### config.mk
export PLATFORM = sky130hd
export DESIGN_NAME = pqa_alu
export DESIGN_NICKNAME = d
export VERILOG_FILES = /design/src/logic/pqa_pkg.sv /design/src/logic/pqa_div_if.sv /design/src/logic/pqa_divider.sv /design/src/logic/pqa_alu.sv
export SDC_FILE = /design/constraint.sdc
export NUM_CORES = 2
export LEC_CHECK = 0
export BUFFER_PORTS_ARGS = -buffer_cell sky130_fd_sc_hd__buf_2
export CAP_MARGIN = 20
export CORE_ASPECT_RATIO = 0.6
export CORE_MARGIN = 4
export CORE_UTILIZATION = 25
export CTS_BUF_LIST = sky130_fd_sc_hd__clkbuf_16
export CTS_CLUSTER_SIZE = 16
export DETAILED_ROUTE_END_ITERATION = 16
export SKIP_CTS_REPAIR_TIMING = 1
export SLEW_MARGIN = 20
export SYNTH_ARGS = -nofsm -noshare
export SYNTH_HDL_FRONTEND = slang
export SYNTH_SLANG_ARGS = --single-unit
### constraint.sdc
create_clock -name core_clk -period 16.6 [get_ports core_clk]
set_clock_uncertainty 0.1 [all_clocks]
set_input_delay 3.32 -clock core_clk [delete_from_list [all_inputs] [get_ports core_clk]]
set_output_delay 3.32 -clock core_clk [all_outputs]
set_load 0.05 [all_outputs]
### src/logic/pqa_pkg.sv
// package: opcodes, sources, widths and register offsets for the divide and scaling datapath
package pqa_pkg;
    localparam int WORD_W      = 16;
    localparam int LONG_W      = 32;
    localparam int ADDR_W      = 8;
    localparam int DIV_CYCLES  = 32;
    localparam int SCALE_W     = 6;
    localparam logic [ADDR_W-1:0] OFS_HI   = 8'h01;
    localparam logic [ADDR_W-1:0] OFS_REMLO = 8'h02;
    localparam logic [ADDR_W-1:0] OFS_REMHI = 8'h03;

    typedef enum logic [2:0] {
        OP_LONG_DIVIDE,
        OP_SHORT_DIVIDE,
        OP_SCALED_DIVIDE,
        OP_SCALED_MULTIPLY,
        OP_INT_TO_FIXED,
        OP_FIXED_TO_INT
    } pqa_op_t;

    typedef enum logic [1:0] {
        SRC_WORK,
        SRC_PARAM,
        SRC_IMM
    } pqa_src_t;
endpackage

### src/logic/pqa_div_if.sv
// interface: handshake between control and the iterative divider
`timescale 1ns/10ps
`default_nettype none
interface pqa_div_if;
    import pqa_pkg::*;
    logic              start;
    logic [LONG_W+SCALE_W-1:0] dividend;
    logic [LONG_W-1:0] divisor;
    logic              busy;
    logic              done;
    logic [LONG_W+SCALE_W-1:0] quotient;
    logic [LONG_W-1:0] remainder;
    modport ctrl (output start, dividend, divisor, input busy, done, quotient, remainder);
    modport unit (input start, dividend, divisor, output busy, done, quotient, remainder);
endinterface
`default_nettype wire

### src/logic/pqa_divider.sv
// unsigned restoring divider, one quotient bit per clock
`timescale 1ns/10ps
`default_nettype none
module pqa_divider #(
    parameter int N = 38,
    parameter int D = 32
) (
    // clock and reset
    input  wire logic core_clk,
    input  wire logic rstSyncN,
    // control side
    pqa_div_if.unit   dv
);
    import pqa_pkg::*;

    logic [N-1:0] quo_r;
    logic [D:0]   rem_r;
    logic [D-1:0] den_r;
    logic [6:0]   cnt_r;
    logic         busy_r;
    logic         done_r;
    logic [D:0]   trial;

    assign trial = {rem_r[D-1:0], quo_r[N-1]} - {1'b0, den_r};

    always_ff @(posedge core_clk or negedge rstSyncN) begin
        if (!rstSyncN) begin
            quo_r  <= '0;
            rem_r  <= '0;
            den_r  <= '0;
            cnt_r  <= '0;
            busy_r <= 1'b0;
            done_r <= 1'b0;
        end else begin
            done_r <= 1'b0;
            if (dv.start && !busy_r) begin
                quo_r  <= dv.dividend;
                den_r  <= dv.divisor;
                rem_r  <= '0;
                cnt_r  <= 7'(N);
                busy_r <= 1'b1;
            end else if (busy_r) begin
                if (!trial[D]) begin
                    rem_r <= {1'b0, trial[D-1:0]};
                    quo_r <= {quo_r[N-2:0], 1'b1};
                end else begin
                    rem_r <= {rem_r[D-1:0], quo_r[N-1]};
                    quo_r <= {quo_r[N-2:0], 1'b0};
                end
                cnt_r <= cnt_r - 7'h01;
                if (cnt_r == 7'h01) begin
                    busy_r <= 1'b0;
                    done_r <= 1'b1;
                end
            end
        end
    end

    assign dv.busy      = busy_r;
    assign dv.done      = done_r;
    assign dv.quotient  = quo_r;
    assign dv.remainder = rem_r[D-1:0];
endmodule
`default_nettype wire

### src/logic/pqa_alu.sv
// divide and fixed-point scaling datapath for the logic-controller instruction set
`timescale 1ns/10ps
`default_nettype none
module pqa_alu (
    // clock and reset
    input  wire logic                     core_clk,
    input  wire logic                     resetn,
    // instruction from sequencer
    input  wire logic                     issue,
    input  wire pqa_pkg::pqa_op_t         opcode,
    input  wire pqa_pkg::pqa_src_t        srcA,
    input  wire pqa_pkg::pqa_src_t        srcB,
    input  wire logic [pqa_pkg::ADDR_W-1:0] addrA,
    input  wire logic [pqa_pkg::ADDR_W-1:0] addrB,
    input  wire logic [pqa_pkg::LONG_W-1:0] immVal,
    input  wire logic [pqa_pkg::SCALE_W-1:0] scaleA,
    input  wire logic [pqa_pkg::SCALE_W-1:0] scaleB,
    input  wire logic [pqa_pkg::SCALE_W-1:0] scaleR,
    input  wire logic [pqa_pkg::ADDR_W-1:0] dstBase,
    // register storage read port (same-cycle data)
    output logic                          rdWork_r,
    output logic [pqa_pkg::ADDR_W-1:0]    rdAddr_r,
    input  wire logic [pqa_pkg::WORD_W-1:0] rdData,
    // working register write port
    output logic                          wrEn_r,
    output logic [pqa_pkg::ADDR_W-1:0]    wrAddr_r,
    output logic [pqa_pkg::WORD_W-1:0]    wrData_r,
    // status
    output logic                          busy_r,
    output logic                          done_r,
    output logic                          fault_r,
    input  wire logic                     faultClr
);
    import pqa_pkg::*;

    typedef enum logic [2:0] {S_IDLE, S_RDA, S_RDB, S_EXEC, S_SHORT_DIVIDE_OP, S_WRITE} pqa_state_t;

    logic         rstQ1_r, rstSyncN;
    pqa_state_t   state_r;
    pqa_op_t      op_r;
    pqa_src_t     sA_r, sB_r;
    logic [ADDR_W-1:0] aA_r, aB_r, dst_r;
    logic [LONG_W-1:0] imm_r, opA_r, opB_r;
    logic [SCALE_W-1:0] scA_r, scB_r, scR_r;
    logic [1:0]   rdIdx_r, wrIdx_r, wrLast_r;
    logic [4*WORD_W-1:0] res_r;
    logic         negQ_r, negR_r, faultSet;
    logic [LONG_W+SCALE_W-1:0] divQ;
    logic signed [2*LONG_W-1:0] prod;
    logic signed [SCALE_W:0] shMul;
    logic [LONG_W-1:0] magA, magB;
    pqa_div_if    dv ();

    // reset release through two flops
    always_ff @(posedge core_clk or negedge resetn) begin
        if (!resetn) begin
            rstQ1_r  <= 1'b0;
            rstSyncN <= 1'b0;
        end else begin
            rstQ1_r  <= 1'b1;
            rstSyncN <= rstQ1_r;
        end
    end

    pqa_divider #(.N(LONG_W+SCALE_W), .D(LONG_W)) uDiv (
        .core_clk (core_clk),
        .rstSyncN (rstSyncN),
        .dv       (dv)
    );

    assign magA = opA_r[LONG_W-1] ? LONG_W'(-opA_r) : opA_r;
    assign magB = opB_r[LONG_W-1] ? LONG_W'(-opB_r) : opB_r;
    assign divQ = negQ_r ? (LONG_W+SCALE_W)'(-dv.quotient) : dv.quotient;
    // product rescaled by scaleR - (scaleA + scaleB)
    assign prod  = $signed(opA_r) * $signed(opB_r);
    assign shMul = (SCALE_W+1)'(scA_r) + (SCALE_W+1)'(scB_r) - (SCALE_W+1)'(scR_r);
    assign faultSet = (state_r == S_EXEC) && (op_r inside {OP_LONG_DIVIDE, OP_SHORT_DIVIDE, OP_SCALED_DIVIDE})
                      && (opB_r == '0);

    // capture instruction
    always_ff @(posedge core_clk or negedge rstSyncN) begin
        if (!rstSyncN) begin
            op_r <= OP_LONG_DIVIDE;
            sA_r <= SRC_WORK;
            sB_r <= SRC_WORK;
            aA_r <= '0;
            aB_r <= '0;
            dst_r <= '0;
            imm_r <= '0;
            scA_r <= '0;
            scB_r <= '0;
            scR_r <= '0;
        end else if (issue && state_r == S_IDLE) begin
            op_r <= opcode;
            sA_r <= srcA;
            sB_r <= srcB;
            aA_r <= addrA;
            aB_r <= addrB;
            dst_r <= dstBase;
            imm_r <= immVal;
            scA_r <= scaleA;
            scB_r <= scaleB;
            scR_r <= scaleR;
        end
    end

    // sequencing, operand fetch and result computation
    always_ff @(posedge core_clk or negedge rstSyncN) begin
        if (!rstSyncN) begin
            state_r  <= S_IDLE;
            rdIdx_r  <= '0;
            rdWork_r <= 1'b0;
            rdAddr_r <= '0;
            opA_r    <= '0;
            opB_r    <= '0;
            res_r    <= '0;
            wrLast_r <= '0;
            negQ_r   <= 1'b0;
            negR_r   <= 1'b0;
            dv.start <= 1'b0;
            dv.dividend <= '0;
            dv.divisor  <= '0;
        end else begin
            dv.start <= 1'b0;
            case (state_r)
                S_IDLE: begin
                    rdIdx_r <= '0;
                    if (issue) begin
                        state_r  <= S_RDA;
                        rdWork_r <= (srcA == SRC_WORK);
                        rdAddr_r <= addrA;
                    end
                end
                S_RDA: begin
                    if (sA_r == SRC_IMM) begin
                        opA_r <= (op_r == OP_SHORT_DIVIDE) ? {{WORD_W{imm_r[WORD_W-1]}}, imm_r[WORD_W-1:0]} : imm_r;
                    end else if (rdIdx_r == 2'd0) begin
                        opA_r[WORD_W-1:0] <= rdData;
                    end else begin
                        opA_r[LONG_W-1:WORD_W] <= (op_r == OP_SHORT_DIVIDE) ? {WORD_W{rdData[WORD_W-1]}} : rdData;
                        opA_r[WORD_W-1:0] <= (op_r == OP_SHORT_DIVIDE) ? rdData : opA_r[WORD_W-1:0];
                    end
                    if (sA_r == SRC_IMM || rdIdx_r == 2'd1 || (op_r == OP_SHORT_DIVIDE && rdIdx_r == 2'd0)) begin
                        if (op_r == OP_SHORT_DIVIDE && sA_r != SRC_IMM) begin
                            opA_r <= {{WORD_W{rdData[WORD_W-1]}}, rdData};
                        end
                        rdIdx_r  <= '0;
                        rdWork_r <= (sB_r == SRC_WORK);
                        rdAddr_r <= aB_r;
                        state_r  <= (op_r inside {OP_INT_TO_FIXED, OP_FIXED_TO_INT}) ? S_EXEC : S_RDB;
                    end else begin
                        rdIdx_r  <= 2'd1;
                        rdAddr_r <= aA_r + OFS_HI;
                    end
                end
                S_RDB: begin
                    if (sB_r == SRC_IMM) begin
                        opB_r <= (op_r == OP_SHORT_DIVIDE) ? {{WORD_W{imm_r[WORD_W-1]}}, imm_r[WORD_W-1:0]} : imm_r;
                    end else if (op_r == OP_SHORT_DIVIDE) begin
                        opB_r <= {{WORD_W{rdData[WORD_W-1]}}, rdData};
                    end else if (rdIdx_r == 2'd0) begin
                        opB_r[WORD_W-1:0] <= rdData;
                    end else begin
                        opB_r[LONG_W-1:WORD_W] <= rdData;
                    end
                    if (sB_r == SRC_IMM || rdIdx_r == 2'd1 || op_r == OP_SHORT_DIVIDE) begin
                        state_r <= S_EXEC;
                    end else begin
                        rdIdx_r  <= 2'd1;
                        rdAddr_r <= aB_r + OFS_HI;
                    end
                end
                S_EXEC: begin
                    negQ_r <= opA_r[LONG_W-1] ^ opB_r[LONG_W-1];
                    negR_r <= opA_r[LONG_W-1];
                    case (op_r)
                        OP_LONG_DIVIDE, OP_SHORT_DIVIDE, OP_SCALED_DIVIDE: begin
                            if (faultSet) begin
                                state_r <= S_IDLE;
                            end else begin
                                dv.start    <= 1'b1;
                                dv.dividend <= (op_r == OP_SCALED_DIVIDE) ?
                                               ({{SCALE_W{1'b0}}, magA} << scR_r) : {{SCALE_W{1'b0}}, magA};
                                dv.divisor  <= magB;
                                state_r     <= S_SHORT_DIVIDE_OP;
                            end
                        end
                        OP_SCALED_MULTIPLY: begin
                            res_r    <= {32'h0, shMul[SCALE_W] ? 32'(prod <<< (-shMul)) : 32'(prod >>> shMul)};
                            wrLast_r <= 2'd1;
                            state_r  <= S_WRITE;
                        end
                        OP_INT_TO_FIXED: begin
                            res_r    <= {32'h0, opA_r << scR_r};
                            wrLast_r <= 2'd1;
                            state_r  <= S_WRITE;
                        end
                        OP_FIXED_TO_INT: begin
                            res_r    <= {32'h0, 32'($signed(opA_r) >>> scR_r)};
                            wrLast_r <= 2'd1;
                            state_r  <= S_WRITE;
                        end
                        default: state_r <= S_IDLE;
                    endcase
                end
                S_SHORT_DIVIDE_OP: begin
                    if (dv.done && !dv.busy) begin
                        state_r <= S_WRITE;
                        case (op_r)
                            OP_LONG_DIVIDE: begin
                                res_r    <= {negR_r ? LONG_W'(-dv.remainder) : dv.remainder, divQ[LONG_W-1:0]};
                                wrLast_r <= 2'd3;
                            end
                            OP_SHORT_DIVIDE: begin
                                res_r    <= {32'h0, negR_r ? WORD_W'(-dv.remainder) : dv.remainder[WORD_W-1:0],
                                             divQ[WORD_W-1:0]};
                                wrLast_r <= 2'd1;
                            end
                            default: begin
                                res_r    <= {32'h0, divQ[LONG_W-1:0]};
                                wrLast_r <= 2'd1;
                            end
                        endcase
                    end
                end
                S_WRITE: begin
                    res_r <= res_r >> WORD_W;
                    if (wrIdx_r == wrLast_r) begin
                        state_r <= S_IDLE;
                    end
                end
                default: state_r <= S_IDLE;
            endcase
        end
    end

    // working register writes, base upward
    always_ff @(posedge core_clk or negedge rstSyncN) begin
        if (!rstSyncN) begin
            wrEn_r   <= 1'b0;
            wrAddr_r <= '0;
            wrData_r <= '0;
            wrIdx_r  <= '0;
        end else begin
            wrEn_r <= (state_r == S_WRITE);
            if (state_r == S_WRITE) begin
                wrAddr_r <= dst_r + ADDR_W'(wrIdx_r);
                wrData_r <= res_r[WORD_W-1:0];
                wrIdx_r  <= wrIdx_r + 2'd1;
            end else begin
                wrIdx_r <= '0;
            end
        end
    end

    // status: busy, done and sticky fault
    always_ff @(posedge core_clk or negedge rstSyncN) begin
        if (!rstSyncN) begin
            busy_r  <= 1'b0;
            done_r  <= 1'b0;
            fault_r <= 1'b0;
        end else begin
            busy_r <= (state_r != S_IDLE) || issue;
            done_r <= (state_r == S_WRITE && wrIdx_r == wrLast_r) || faultSet;
            fault_r <= faultSet | (fault_r & ~faultClr);
        end
    end
endmodule
`default_nettype wire

### Yosys cells after proc, flatten, opt, wreduce, memory -nomap -nowiden

Index checks and enable logic that the tools add are counted.

| word-level totals | value |
|---|---|
| input port bits | 101 |
| bits in registers | 441 |
| output and inout port bits | 37 |

| cells by class | value |
|---|---|
| reductions and logical operators | 41 |
| equal/unequal tests | 25 |
| shifts and indexed selects | 5 |
| multiplexer cells | 64 |
| add/sub/neg operators | 13 |
| multipliers | 1 |
| bitwise gates (word level) | 5 |

Operators with widths:

| cell | number |
|---|---|
| $mux 32 | 14 |
| $pmux 64 s3 | 2 |
| $neg 32->32 | 4 |
| $pmux 64 s2 | 1 |
| $mux 38 | 3 |
| $mux 16 | 6 |
| $mul 32x32->64 | 1 |
| $mux 64 | 1 |
| $sshl 64x7->32 | 1 |
| $sshr 64x7->32 | 1 |
| $shl 32x6->38 | 1 |
| $sub 33x32->33 | 1 |
| $logic_not 32->1 | 1 |
| $shl 32x6->32 | 1 |
| $sshr 32x6->32 | 1 |
| $mux 8 | 3 |
| $pmux 8 s3 | 1 |
| $mux 3 | 6 |
| $pmux 3 s6 | 1 |
| $add 8x1->8 const B | 2 |
| $ne 2x2->1 const B | 8 |
| $mux 15 | 1 |
| $reduce_and 3->1 | 5 |
| $reduce_bool 3->1 | 5 |
| 35 further kinds | 83 |

### Longest topological paths before layout

| depth | value |
|---|---|
| depth in word-level cells | 7 |
| gate-level depth with buffers | 34 |

### Cells and area by module

A second synthesis with hierarchy kept.

| second synthesis, totals | value |
|---|---|
| cells, all modules | 8,547 |
| area, all modules | 72,888.7 sq um |

By module, submodules not included:

| module | times used | area an instance (sq um) | cells an instance |
|---|---|---|---|
| pqa_alu | 1 | 66,271.1 | 7,813 |
| pqa_divider | 1 | 6,617.6 | 734 |

### Least setup slack after synthesis

Ideal clock, no wire load.

| path | value |
|---|---|
| path type | register to register |
| from | register opA_r[31] |
| to | register res_r[22] |
| clock period less this slack | 10.490 ns |
| data arrival time | 10.264 ns |
| stages on the path, launching flop included | 34 |
| setup slack | 6.110 ns |
| data required time | 16.374 ns |
| cell sequence | dfrtp_1 > buf_1 > clkbuf_1 > clkbuf_1 > buf_1 > nand2_1 > inv_1 > fa_1 > fa_1 > inv_1 > fa_1 > inv_1 > fa_1 > inv_1 > fa_1 > fa_1 > fa_1 > fa_1 > inv_1 > ha_1 > clkbuf_1 > nand4_1 > nor4_1 > nand2_1 > nor3_1 > a221oi_2 > and3b_1 > or4_1 > a22oi_1 > a211oi_1 > and3_1 > a2111oi_0 > o21ai_1 > a221o_1 |

| on the way | value |
|---|---|
| longest elaborated chain between the ends | 5 |

Ends and longest elaborated chain:

| item | RTL line | RTL |
|---|---|---|
| from (decl) | pqa_alu.sv:43 | `logic [LONG_W-1:0] imm_r, opA_r, opB_r;` |
| from (signal assigned) | pqa_alu.sv:136 | `opA_r <= (op_r == OP_SHORT_DIVIDE) ? {{WORD_W{imm_r[WORD_W-1]}}, imm_r[WORD_W-1:0]} : imm_r;` |
| from (signal, indexed assignment) | pqa_alu.sv:138 | `opA_r[WORD_W-1:0] <= rdData;` |
| from (signal, indexed assignment) | pqa_alu.sv:140 | `opA_r[LONG_W-1:WORD_W] <= (op_r == OP_SHORT_DIVIDE) ? {WORD_W{rdData[WORD_W-1]}} : rdData;` |
| $mul 32x32->64 | pqa_alu.sv:75 | `assign prod = $signed(opA_r) * $signed(opB_r);` |
| $sshr 64x7->32 / $sshl 64x7->32 (equally long branches) | pqa_alu.sv:189 | `res_r <= {32'h0, shMul[SCALE_W] ? 32'(prod <<< (-shMul)) : 32'(prod >>> shMul)};` |
| $mux 32 | pqa_alu.sv:189 |  |
| $pmux 64 s3 * | pqa_alu.sv:176 | `case (op_r)` |
| $pmux 64 s3 * | pqa_alu.sv:125 | `case (state_r)` |
| to (signal assigned) | pqa_alu.sv:189 |  |
| to (signal assigned) | pqa_alu.sv:194 | `res_r <= {32'h0, opA_r << scR_r};` |
| to (signal assigned) | pqa_alu.sv:199 | `res_r <= {32'h0, 32'($signed(opA_r) >>> scR_r)};` |
| to (decl) | pqa_alu.sv:46 | `logic [4*WORD_W-1:0] res_r;` |

Mark *: on every way between the ends. The rest lies on a longest branch, timed or not. The select of a mux whose other input is x is not followed.
A chain may end at the register's enable or synchronous reset.

### Final worst setup path

| path | value |
|---|---|
| from | register opA_r[31] |
| to | register res_r[25] |

Same word-level chain as after synthesis.

==> impl_metrics.toml <==
[run_status]
status = "finished clean"

[final_layout]
final_cell_mix = "1223 x nand2_1, 1089 x fa_1, 848 x inv_1"
seq_area_um2 = 11050
nets = 9494
multi_input_area_um2 = 55530
final_common_cell = "nand2_1"
synthToLayoutAreaGrowth_pct = 8.597
fillers = 30920
drive_gt1_share_pct = 7.992
final_cells = 11970

[global_route]
antenna_found_initial = 25
grt_usage_pct = 19.21
first_global_vias = 60710
grt_max_degree = 126
grt_pass1_wl_um = 430000
grt-ovfl-total = 0

[cts]
numCtsBuffers = 48
cts_buffer_depth = 3
cts_root_buf = "clkbuf_16"
tritoncts = "yes"
cts.sinks = 440
clkLatencyLatePin_ps = 710
cts_htree_levels = 2
path_clk_slew_ps = 70

[sta]
holdWs_ps = 249.3
tns_ps = 0
post-route-period-util_pct = 71.89
setup_viol_count_final = 0
fmax_mhz = 83.80
worst_slew_pin_slew_ps = 1297
slew_headroom_pct = 13.11
rsz0062_at_grt = "false"
hold_viol = 0
drv_slew = 0
finalCriticalPeriod_ps = 11930

[floorplanning]
die_h_um = 423.8
die_w_um = 700.9
rows = 152
fp.coreArea_um2 = 286400
start_util_pct = 25.15
dieArea_um2 = 297000
ios = 138

[critical_path]
crit_path_max_incr_delay_ps = 830
crit_path_top_delay_cell = "o221ai_1"
start_kind = "flop"
crit_top_cell = "fa_1"
cp_max_fo = 73
worstPathArrival_ps = 12430
cp-end-kind = "flop"
critPathBufInv = 6
critPathKind = "reg -> reg"
cp.depth = 29
critical-path-top-delay-family = "adder cells"
cp.required_ps = 17100
worst-r2r-cell-count = 29

[job]
maxCapViolCount = 0

[synth]
synth-simple-area-share_pct = 17.50
synth_area_um2 = 72030
syn-instance-count = 8359
ys_seq_area_share_pct = 15.29
ys_types = 100
synth-adder-area-share_pct = 34.38
ys_seq_elements = 440
synthXorXnorAreaFrac_pct = 3.137
synth_compound_area_share_pct = 15.23
synth_top_family_by_area = "adder cells"
synth_ff_type = "dfrtp_1"
synth_edf_count = 0
yosysWarningCount = 0
synthArstFlopShare_pct = 100.0
synth_nets = 9785
synth_mux_area_share_pct = 6.612
synth_area_per_cell_um2 = 8.617

[detailed_routing]
drtAntennaViolNets = 0
dr.pass1.iters = 7
vias_per_cell = 5.302
vias = 63450
wire_per_inst_um = 24.11
drc = 0
wl_um = 288500
drt_iter0_drc = 9204

[placed_design]
dp_hpwl_um = 229600
place_inst = 11870
io_buffers = 137
gp_congestion = 1.049

[min_path]
holdPathStages = 0
hold_path.class = "reg -> reg"
## metrics by stage
step                      util, %  instance area [um^2]  worst slack, ps
after CTS                   27.30                 78180             4914
after global placement      26.72                 76530             5180
after floorplan                 -                 72030             3328
after global routing        27.30                 78200             4087
after detailed placement    26.72                 76540             4986
final                       27.31                 78220             4667
## flip-flops by register name (all words and copies together), names as in the netlist, 3 cells and up
name	count
aA_r	8
aB_r	8
dst_r	8
dv.dividend	38
dv.divisor	32
imm_r	32
opA_r	32
opB_r	32
op_r	3
rdAddr_r	8
res_r	64
scA_r	6
scB_r	6
scR_r	6
state_r	3
uDiv.cnt_r	7
uDiv.den_r	32
uDiv.dv.quotient	38
uDiv.rem_r	32
wrAddr_r	8
wrData_r	16
## layer usage
layer | vias to the layer above | track usage [%] | wire length (um)
met5 | - | 0.5000 | 317
met4 | 18 | 2.503 | 4406
met3 | 270 | 10.28 | 51990
met2 | 4325 | 22.01 | 96620
met1 | 31690 | 30.43 | 135200
li1 | 27150 | - | -
## worst register-to-register path, delay by kind of cell (launching register included)
family          cells  cell delay [ps]
xor+xnor            1              250
buf+inv             6             1740
compound gates     10             3710
flops               1              420
fa+ha+maj           9             4790
simple gates        3              820
## path summary, 6_finish.rpt
check | end | start | slack, ps
worst min register to register | rstSyncN$_DFF_PN0_ | rstQ1_r$_DFF_PN0_ | 250
max in group asynchronous | scA_r[0]$_DFFE_PN0P_ | rstSyncN$_DFF_PN0_ | 12890
min in group asynchronous | uDiv.den_r[30]$_DFFE_PN0P_ | rstSyncN$_DFF_PN0_ | 390
worst max register to register | res_r[25]$_DFFE_PN0P_ | opA_r[31]$_DFFE_PN0P_ | 4670
worst max-delay path | res_r[25]$_DFFE_PN0P_ | opA_r[31]$_DFFE_PN0P_ | 4670
worst min-delay path | rstSyncN$_DFF_PN0_ | rstQ1_r$_DFF_PN0_ | 250
## area by class of cell
class | instances | area share, %
Multi-Input combinational cell | 6426 | 71.00
Sequential cell | 440 | 14.13
Tap cell | 3850 | 6.159
Inverter | 848 | 4.069
Timing Repair Buffer | 304 | 2.511
Clock buffer | 48 | 1.536
Clock inverter | 42 | 0.5679
Antenna cell | 10 | 0.03199
## cell families (layout without fill, tap and decap cells)
family | count (synthesis) | in the layout
flip-flops | 440 | 440
multiplexers | 405 | 405
AND/OR/NAND/NOR | 2726 | 2726
adder cells (fa/ha/maj) | 1325 | 1325
other | 1 | 11
XOR/XNOR | 258 | 258
AO/OA/AOI/OAI | 1711 | 1711
buffers and inverters | 1493 | 1242
## synthesized netlist by cell type, types with 32 or more instances
| cell type | instances | area [um^2] |
|---|---|---|
| fa_1 | 1090 | 21820 |
| nand3_1 | 137 | 685.7 |
| clkbuf_1 | 524 | 1967 |
| inv_1 | 841 | 3157 |
| o31ai_1 | 67 | 503.0 |
| o221ai_1 | 32 | 280.3 |
| o311ai_0 | 35 | 306.5 |
| nand2_1 | 1224 | 4594 |
| xor2_1 | 119 | 1042 |
| nor3_1 | 95 | 475.5 |
| ha_1 | 235 | 2940 |
| a21o_1 | 46 | 345.3 |
| and2_1 | 453 | 2834 |
| o21a_1 | 48 | 360.4 |
| nand2b_1 | 98 | 613.1 |
| mux4_2 | 42 | 945.9 |
| a211oi_1 | 106 | 795.8 |
| a21oi_1 | 390 | 1952 |
| mux2_2 | 122 | 1374 |
| o22ai_1 | 50 | 312.8 |
| a31oi_1 | 59 | 369.1 |
| mux2i_1 | 238 | 2382 |
| o211ai_1 | 83 | 623.1 |
| dfrtp_1 | 440 | 11010 |
| buf_1 | 92 | 345.3 |
| or3_1 | 34 | 212.7 |
| nand4_1 | 39 | 244.0 |
| xnor2_1 | 139 | 1217 |
| o21ai_0 | 493 | 2467 |
| nor2_1 | 496 | 1862 |
| a221oi_1 | 38 | 332.8 |
Power is not shown: default switching activity piles up to over one toggle a cycle in this logic, so the estimate is an artifact.
